<file path="config.mk">
export PLATFORM = sky130hd
export DESIGN_NAME = cic_unit
export DESIGN_NICKNAME = d
export VERILOG_FILES = /design/src/cic_pkg.sv /design/src/cic_prio.sv /design/src/cic_unit.sv
export SDC_FILE = /design/constraint.sdc
export NUM_CORES = 1
export LEC_CHECK = 0
export BUFFER_PORTS_ARGS = -buffer_cell sky130_fd_sc_hd__buf_2
export CORE_MARGIN = 4
export CORE_UTILIZATION = 45
export DETAILED_ROUTE_END_ITERATION = 8
export PLACE_DENSITY = 0.72
export SKIP_LAST_GASP = 1
export SYNTH_ARGS = -nofsm -noshare
export SYNTH_HDL_FRONTEND = slang
export SYNTH_SLANG_ARGS = --single-unit
</file>
<file path="constraint.sdc">
create_clock -name clk -period 9.1 [get_ports clk]
set_input_delay 1.365 -clock clk [delete_from_list [all_inputs] [get_ports clk]]
set_output_delay 1.365 -clock clk [all_outputs]
set_load 0.1 [all_outputs]
</file>
<file path="src/cic_pkg.sv">
// Shared constants and carrier types for the cascaded interrupt controller.
package cic_pkg;

	// I/O port addresses of the two controllers.
	localparam logic [15:0] MASTER_EVEN = 16'h0020;
	localparam logic [15:0] MASTER_ODD = 16'h0021;
	localparam logic [15:0] SLAVE_EVEN = 16'h00A0;
	localparam logic [15:0] SLAVE_ODD = 16'h00A1;

	// Field positions in init_word_one, plus the read-back select bit of a command word.
	localparam int IW1_NEED_W4 = 0;
	localparam int IW1_SINGLE = 1;
	localparam int IW1_LEVEL = 3;
	localparam int CMD_INIT = 4;
	localparam int CMD_READBACK = 3;

	// Field positions in mode_option_word.
	localparam int IW4_AEOI_OFF = 1;
	localparam int IW4_NESTED = 4;

	// Field positions in readback_poll_command.
	localparam int RB_POLL = 2;

	// Slave identity and cascade line after initialization starts.
	localparam logic [2:0] SLAVE_ADDR_RST = 3'h7;
	// Lowest-priority line after init starts; the scan then ranks line 7 first.
	localparam logic [2:0] PRIO_LOW_RST = 3'h6;
	localparam logic [7:0] BYTE_ZERO = 8'h00;

	// Commands carried in bits 7 to 5 of eoi_rotate_command.
	localparam logic [2:0] OP_CLR_AEOI_ROT = 3'h0;
	localparam logic [2:0] OP_NS_EOI = 3'h1;
	localparam logic [2:0] OP_NOP = 3'h2;
	localparam logic [2:0] OP_SP_EOI = 3'h3;
	localparam logic [2:0] OP_SET_AEOI_ROT = 3'h4;
	localparam logic [2:0] OP_ROT_NS_EOI = 3'h5;
	localparam logic [2:0] OP_SET_PRIO = 3'h6;
	localparam logic [2:0] OP_ROT_SP_EOI = 3'h7;

	// Read-back selections in bits 1 and 0 of readback_poll_command.
	localparam logic [1:0] RB_READ_REQ = 2'h2;
	localparam logic [1:0] RB_READ_ISR = 2'h3;
	// Special mask selections in bits 6 and 5 of readback_poll_command.
	localparam logic [1:0] SMM_OFF = 2'h2;
	localparam logic [1:0] SMM_ON = 2'h3;

	// Poll answer: bit 7 flags a pending request, low bits name it.
	localparam int POLL_HIT = 7;

	typedef enum logic [1:0] {
		CIC_ST_RUN,
		CIC_ST_W2,
		CIC_ST_W3,
		CIC_ST_W4
	} cic_init_t;

	// One byte-wide I/O access addressed to a controller.
	typedef struct packed {
		logic wr;
		logic rd;
		logic odd;
		logic [7:0] data;
	} cic_io_t;

	// Configuration latched from the initialization words.
	typedef struct packed {
		logic need_w4;
		logic single;
		logic level;
		logic [4:0] vec_hi;
		logic [7:0] cascade;
		logic aeoi;
		logic nested;
	} cic_cfg_t;

endpackage

</file>
<file path="src/cic_prio.sv">
// Rotating priority resolver: picks the highest-priority set bit.
`timescale 1ns/100ps
`default_nettype none
module cic_prio (
	// Request vector and rotation point
	input wire logic [7:0] req,
	input wire logic [2:0] low_line,
	// Result
	output logic hit,
	output logic [2:0] line
);

	logic [3:0] k;
	logic [2:0] cand;

	// Scan down from the lowest-priority line; the last hit, nearest the line just above it, wins.
	always_comb begin
		hit = 1'b0;
		line = 3'h0;
		cand = 3'h0;
		for (int i = 7; i >= 0; i--) begin
			k = 4'(i);
			cand = low_line + 3'h1 + k[2:0];
			if (req[cand]) begin
				hit = 1'b1;
				line = cand;
			end
		end
	end

endmodule
`default_nettype wire

</file>
<file path="src/cic_unit.sv">
// One controller of the pair: commands, masking, priority and read-back.
`timescale 1ns/100ps
`default_nettype none
module cic_unit (
	// Clock and reset
	input wire logic clk,
	input wire logic reset,
	// Host access for this controller
	input wire cic_pkg::cic_io_t io,
	// Synchronised request lines and acknowledge
	input wire logic [7:0] irq,
	input wire logic ack,
	// Outputs
	output logic int_req,
	output logic [7:0] vector,
	output logic [7:0] rd_data,
	output cic_pkg::cic_cfg_t cfg,
	output logic [2:0] slave_id
);

	cic_pkg::cic_init_t st_ff, nxt_st;
	cic_pkg::cic_cfg_t cfg_ff, nxt_cfg;
	logic [7:0] irr_ff, nxt_irr, isr_ff, nxt_isr, imr_ff, nxt_imr;
	logic [7:0] last_ff, nxt_last, vec_ff, nxt_vec, rd_ff, nxt_rd;
	logic [2:0] low_ff, nxt_low, sid_ff, nxt_sid;
	logic smm_ff, nxt_smm, rd_isr_ff, nxt_rd_isr, poll_ff, nxt_poll;
	logic arot_ff, nxt_arot;
	logic [7:0] cand_req, eff_isr;
	logic req_hit, isr_hit, cmd_w, is_init;
	logic [2:0] req_line, isr_line, op, lvl;

	function automatic logic [7:0] bit_of(input logic [2:0] n);
		bit_of = 8'h01 << n;
	endfunction

	// Rank 0 is the line just above the lowest-priority one.
	function automatic logic [2:0] rank_of(input logic [2:0] n,
		input logic [2:0] low);
		rank_of = n - low - 3'h1;
	endfunction

	// In special mask mode masked in-service lines stop blocking others.
	assign eff_isr = smm_ff ? (isr_ff & ~imr_ff) : isr_ff;
	assign cand_req = irr_ff & ~imr_ff;

	cic_prio u_req (
		.req(cand_req),
		.low_line(low_ff),
		.hit(req_hit),
		.line(req_line)
	);

	cic_prio u_isr (
		.req(eff_isr),
		.low_line(low_ff),
		.hit(isr_hit),
		.line(isr_line)
	);

	assign cmd_w = io.wr && !io.odd;
	assign is_init = cmd_w && io.data[cic_pkg::CMD_INIT];
	assign op = io.data[7:5];
	assign lvl = io.data[2:0];

	always_comb begin
		nxt_st = st_ff;
		nxt_cfg = cfg_ff;
		nxt_imr = imr_ff;
		nxt_isr = isr_ff;
		nxt_low = low_ff;
		nxt_sid = sid_ff;
		nxt_smm = smm_ff;
		nxt_rd_isr = rd_isr_ff;
		nxt_poll = poll_ff;
		nxt_arot = arot_ff;
		nxt_vec = vec_ff;
		nxt_rd = rd_ff;
		nxt_last = irq;
		// Edge mode latches rising edges, level mode follows the lines.
		if (cfg_ff.level) begin
			nxt_irr = irq;
		end else begin
			nxt_irr = (irr_ff | (irq & ~last_ff)) & irq;
		end
		if (is_init) begin
			nxt_st = cic_pkg::CIC_ST_W2;
			nxt_cfg.need_w4 = io.data[cic_pkg::IW1_NEED_W4];
			nxt_cfg.single = io.data[cic_pkg::IW1_SINGLE];
			nxt_cfg.level = io.data[cic_pkg::IW1_LEVEL];
			nxt_low = cic_pkg::PRIO_LOW_RST;
			nxt_imr = cic_pkg::BYTE_ZERO;
			nxt_sid = cic_pkg::SLAVE_ADDR_RST;
			nxt_smm = 1'b0;
			nxt_rd_isr = 1'b0;
			nxt_poll = 1'b0;
			nxt_arot = 1'b0;
			nxt_irr = cic_pkg::BYTE_ZERO;
			nxt_isr = cic_pkg::BYTE_ZERO;
			nxt_last = irq;
		end else if (cmd_w) begin
			nxt_st = cic_pkg::CIC_ST_RUN;
			if (io.data[cic_pkg::CMD_READBACK]) begin
				if (io.data[1:0] == cic_pkg::RB_READ_REQ) begin
					nxt_rd_isr = 1'b0;
				end else if (io.data[1:0] == cic_pkg::RB_READ_ISR) begin
					nxt_rd_isr = 1'b1;
				end
				nxt_poll = io.data[cic_pkg::RB_POLL];
				if (io.data[6:5] == cic_pkg::SMM_OFF) begin
					nxt_smm = 1'b0;
				end else if (io.data[6:5] == cic_pkg::SMM_ON) begin
					nxt_smm = 1'b1;
				end
			end else begin
				case (op)
					cic_pkg::OP_NS_EOI: begin
						if (isr_hit) begin
							nxt_isr[isr_line] = 1'b0;
						end
					end
					cic_pkg::OP_ROT_NS_EOI: begin
						if (isr_hit) begin
							nxt_isr[isr_line] = 1'b0;
							nxt_low = isr_line;
						end
					end
					cic_pkg::OP_SP_EOI: begin
						nxt_isr = isr_ff & ~bit_of(lvl);
					end
					cic_pkg::OP_ROT_SP_EOI: begin
						nxt_isr = isr_ff & ~bit_of(lvl);
						nxt_low = lvl;
					end
					cic_pkg::OP_SET_PRIO: begin
						nxt_low = lvl;
					end
					cic_pkg::OP_SET_AEOI_ROT: begin
						nxt_arot = 1'b1;
					end
					cic_pkg::OP_CLR_AEOI_ROT: begin
						nxt_arot = 1'b0;
					end
					default: begin
					end
				endcase
			end
		end else if (io.wr && io.odd) begin
			case (st_ff)
				cic_pkg::CIC_ST_W2: begin
					nxt_cfg.vec_hi = io.data[7:3];
					nxt_st = cfg_ff.single ? (cfg_ff.need_w4 ?
						cic_pkg::CIC_ST_W4 : cic_pkg::CIC_ST_RUN) :
						cic_pkg::CIC_ST_W3;
				end
				cic_pkg::CIC_ST_W3: begin
					nxt_cfg.cascade = io.data;
					nxt_sid = io.data[2:0];
					nxt_st = cfg_ff.need_w4 ? cic_pkg::CIC_ST_W4 :
						cic_pkg::CIC_ST_RUN;
				end
				cic_pkg::CIC_ST_W4: begin
					nxt_cfg.aeoi = !io.data[cic_pkg::IW4_AEOI_OFF];
					nxt_cfg.nested = io.data[cic_pkg::IW4_NESTED];
					nxt_st = cic_pkg::CIC_ST_RUN;
				end
				default: begin
					nxt_imr = io.data;
				end
			endcase
		end
		// Acknowledge or poll read moves the winner into service, or with aeoi set clears its request and, if arot_ff is set, makes it lowest priority.
		if (!is_init && (ack || (io.rd && poll_ff && !io.odd)) && req_hit) begin
			nxt_irr[req_line] = 1'b0;
			nxt_vec = {cfg_ff.vec_hi, req_line};
			if (cfg_ff.aeoi) begin
				if (arot_ff) begin
					nxt_low = req_line;
				end
			end else begin
				nxt_isr[req_line] = 1'b1;
			end
		end
		// Read data are captured so the bus sees a registered byte.
		if (io.odd) begin
			nxt_rd = imr_ff;
		end else if (poll_ff) begin
			nxt_rd = {req_hit, 4'h0, req_line};
		end else begin
			nxt_rd = rd_isr_ff ? isr_ff : irr_ff;
		end
		if (io.rd && poll_ff && !io.odd) begin
			nxt_poll = 1'b0;
		end
	end

	always_ff @(posedge clk) begin
		if (reset) begin
			st_ff <= cic_pkg::CIC_ST_RUN;
			cfg_ff <= '0;
			irr_ff <= cic_pkg::BYTE_ZERO;
			isr_ff <= cic_pkg::BYTE_ZERO;
			imr_ff <= cic_pkg::BYTE_ZERO;
			last_ff <= cic_pkg::BYTE_ZERO;
			vec_ff <= cic_pkg::BYTE_ZERO;
			rd_ff <= cic_pkg::BYTE_ZERO;
			low_ff <= cic_pkg::PRIO_LOW_RST;
			sid_ff <= cic_pkg::SLAVE_ADDR_RST;
			smm_ff <= 1'b0;
			rd_isr_ff <= 1'b0;
			poll_ff <= 1'b0;
			arot_ff <= 1'b0;
		end else begin
			st_ff <= nxt_st;
			cfg_ff <= nxt_cfg;
			irr_ff <= nxt_irr;
			isr_ff <= nxt_isr;
			imr_ff <= nxt_imr;
			last_ff <= nxt_last;
			vec_ff <= nxt_vec;
			rd_ff <= nxt_rd;
			low_ff <= nxt_low;
			sid_ff <= nxt_sid;
			smm_ff <= nxt_smm;
			rd_isr_ff <= nxt_rd_isr;
			poll_ff <= nxt_poll;
			arot_ff <= nxt_arot;
		end
	end

	// Fully nested mode lets an equal-priority line through the isr check.
	assign int_req = req_hit && (!isr_hit || (req_line != isr_line ?
		(rank_of(req_line, low_ff) < rank_of(isr_line, low_ff)) :
		cfg_ff.nested));
	assign vector = vec_ff;
	assign rd_data = rd_ff;
	assign cfg = cfg_ff;
	assign slave_id = sid_ff;

endmodule
`default_nettype wire

</file>
==> metrics.cfg <==
[outcome]
status = complete, no violations

[power_and_ir_drop]
p_per_area_mw_per_mm2 = 223
leakagePower_uw = 0.00245
peakVddDrop_mv = 0.146
p_total_uw = 1370

[worst_setup_path]
reg2reg_to = isr_ff[2]
arrival_ns = 6.06
reg2reg_depth = 13
cp-end-kind = primary output
required_ns = 7.74
rrSetupSlack_ns = 4.45
critPathKind = flop to primary output
start_kind = flop
crit_fanout = 42
reg2reg_from = low_ff[0]

[routing]
antenna_left = 0
routed_wl_mm = 17.7
dr.pass1.iters = 5
viasPerCell = 6.32
drt_iter0_drc = 643
remaining_drc_errors = 0
num_vias = 5527
wl_per_cell_um = 20.2

[global_route]
grt_max_degree = 50
top_usage_layer = met2
grt_pass1_vias = 5212
grt_pass1_wl_mm = 27.9
grt_use_total_pct = 24.3
grt_use_met1_pct = 31.8
antenna_found_initial = 0
grt_use_met2_pct = 40.4
met3_usage_pct = 4.75
grt.overflow.total = 0

[finish]
final_cell_count_no_fill = 875
area_delta_synth_final_pct = 11.3
diodes = 0
nets = 753
drive_gt1_share_pct = 17.7
fin_util_pct = 51.2
fillers = 1114

[sta]
relSlewSlack_pct = 38.1
finalHoldViolations = 0
finClkSkew_ns = 0.00738
worst_pin_slew_ns = 0.902
setup_tns_ns = 0
period_needed_ns = 7.43
rsz0062_at_grt = no
finalCritPeriodShare_pct = 81.6
fmax_mhz = 135
layout_setup_ws_ns = 1.67
maxSlewViolCount = 0
setup_viol = 0

[placed_design]
dp_cells = 859
pre_cts_slack_ns = 2.19
io_buffers = 59
gp_congestion = 0.947
hpwl_mm = 13.0

[yosys]
synth_common_cells = 84 x nor2_1, 78 x dfxtp_1, 67 x nand2_1
synthDistinctLibCells = 82
synth.top_cells.by_area = dfxtp_1 28%, mux2i_1 7.8%, nor2_1 5.7%
yosys_warnings = 0
async_flop_share_pct = 0
synth_top_cell_by_area = dfxtp_1
ys_seq_area_share_pct = 28.3
syn_area_mm2 = 0.00553
ys_ff_latch = 78
dominantRegCellSynth = dfxtp_1
synth.avg_cell_area_um2 = 8.02
synth_top_cell_area_share_pct = 28.3
synth_edf_count = 0
synth_nets = 719
synth.most_common_cell = nor2_1
syn_inst = 689

[floorplan]
io_pins = 60
rows = 40
fp.dieArea_mm2 = 0.0141
die_w_um = 119
die_y_um = 119
start_util_pct = 46.0
coreArea_mm2 = 0.0120

[hold_path]
hold_path_depth = 2
min_from = cfg[6]
hold_class = flop to flop
min_to = cfg[6]

[clock_network]
cts_num_sinks = 78
cts_tree = done
ctsHoldBuffers = 0
cts_root_buf = clkbuf_16
htreeDepth = 3
clkTransAtPathRegs_ns = 0.06
cts_resized = 0
cts.path.max_buffers = 2
cts_buffers = 9
postCtsSetupBuffers = 0
clk_latency_ns = 0.33

[flow_run]
drv_cap = 0

## critical path, stage by stage, from the launching register on
cell	delay, ns
dfxtp_2	0.32
inv_2	0.28
ha_1	0.31
buf_4	0.28
xnor2_1	0.78
a211oi_2	0.13
nor3_1	0.56
or4b_1	0.26
o41ai_2	0.11
nor4_4	0.52
inv_1	0.16
ha_1	0.23
fa_1	0.39
xnor2_1	0.15
xnor2_1	0.14
ha_1	0.30
a21oi_1	0.12
o31ai_1	0.08
a21oi_1	0.13
buf_2	0.44
## final cells by class
type	instances	area (µm²)	area share, %
clock inverter	6	68.8	1.12
sequential	78	1560	25.4
inverter	21	78.8	1.28
timing repair buffer	66	348	5.66
multi-input combinational	547	3680	59.8
tap	147	184	2.99
clock buffer	10	229	3.72
## power by group
part | internal, µW | total [µW] | switching (µW) | leakage, µW
sequential | 362 | 389 | 26.7 | 0.000636
combinational | 204 | 623 | 419 | 0.00167
clock | 215 | 363 | 148 | 0.000143
total | 780 | 1370 | 594 | 0.00245
## cells in the final DEF (no fill, tap or decap), types with 5 or more instances in the layout
master / synthesis / routed
a211oi_1: 20 / 20
a21o_1: 6 / 6
a21oi_1: 59 / 59
a221oi_1: 7 / 7
a22oi_1: 8 / 8
a31oi_1: 6 / 6
and3_1: 7 / 7
buf_2: 10 / 59
buf_4: 0 / 7
clkbuf_16: 0 / 9
dfxtp_1: 78 / 77
ha_1: 6 / 6
inv_1: 18 / 18
mux2_2: 15 / 15
mux2i_1: 43 / 43
mux4_2: 6 / 6
nand2_1: 67 / 67
nand2b_1: 7 / 7
nand3_1: 25 / 25
nor2_1: 84 / 84
nor2b_1: 21 / 21
nor3_1: 14 / 14
o211ai_1: 7 / 7
o21ai_0: 27 / 27
o21ai_1: 7 / 7
o22ai_1: 5 / 5
xnor2_1: 7 / 7
## layer usage
metal,up-vias,part of all wire (%)
met1,2626,42
met5,-,0
met2,258,48
li1,2598,-
met4,0,2.7
met3,45,7.4
## registers in the layout, summed over array words and instances, names as in the netlist, 8 cells and up
register,flops
irr_ff,8
last_ff,8
rd_data,8
vector,8
isr_ff,8
cfg,18
imr_ff,8
## cell families (layout without fill, tap and decap cells)
family / count (synthesis) / count (layout) / synth area share (%)
AND/OR/NAND/NOR: 252 / 252 / 21.7
AO/OA/AOI/OAI: 205 / 205 / 25.5
flip-flops: 78 / 78 / 28.3
multiplexers: 69 / 69 / 14.6
buffers and inverters: 64 / 103 / 5.18
XOR/XNOR: 13 / 13 / 2.67
adder cells (fa/ha/maj): 8 / 8 / 2.08
## worst max path at each step
stage / slack, ns / end / from
after CTS: 1.82 / int_req / low_ff[0]
final: 1.67 / int_req / low_ff[0]
after detailed placement: 2.19 / int_req / low_ff[0]
after global placement: 2.26 / int_req / low_ff[0]
after global routing: 1.35 / int_req / low_ff[0]
after floorplan: 2.17 / int_req / low_ff[0]
## through the flow
stage	cell area, µm²	hold slack [ns]
2_1_floorplan	5530	0.450
3_3_place_gp	5850	0.441
3_5_place_dp	5850	0.448
4_1_cts	6150	0.457
5_1_grt	6150	0.481
6_report	6150	0.455
Power figures use the tool's default switching activity.
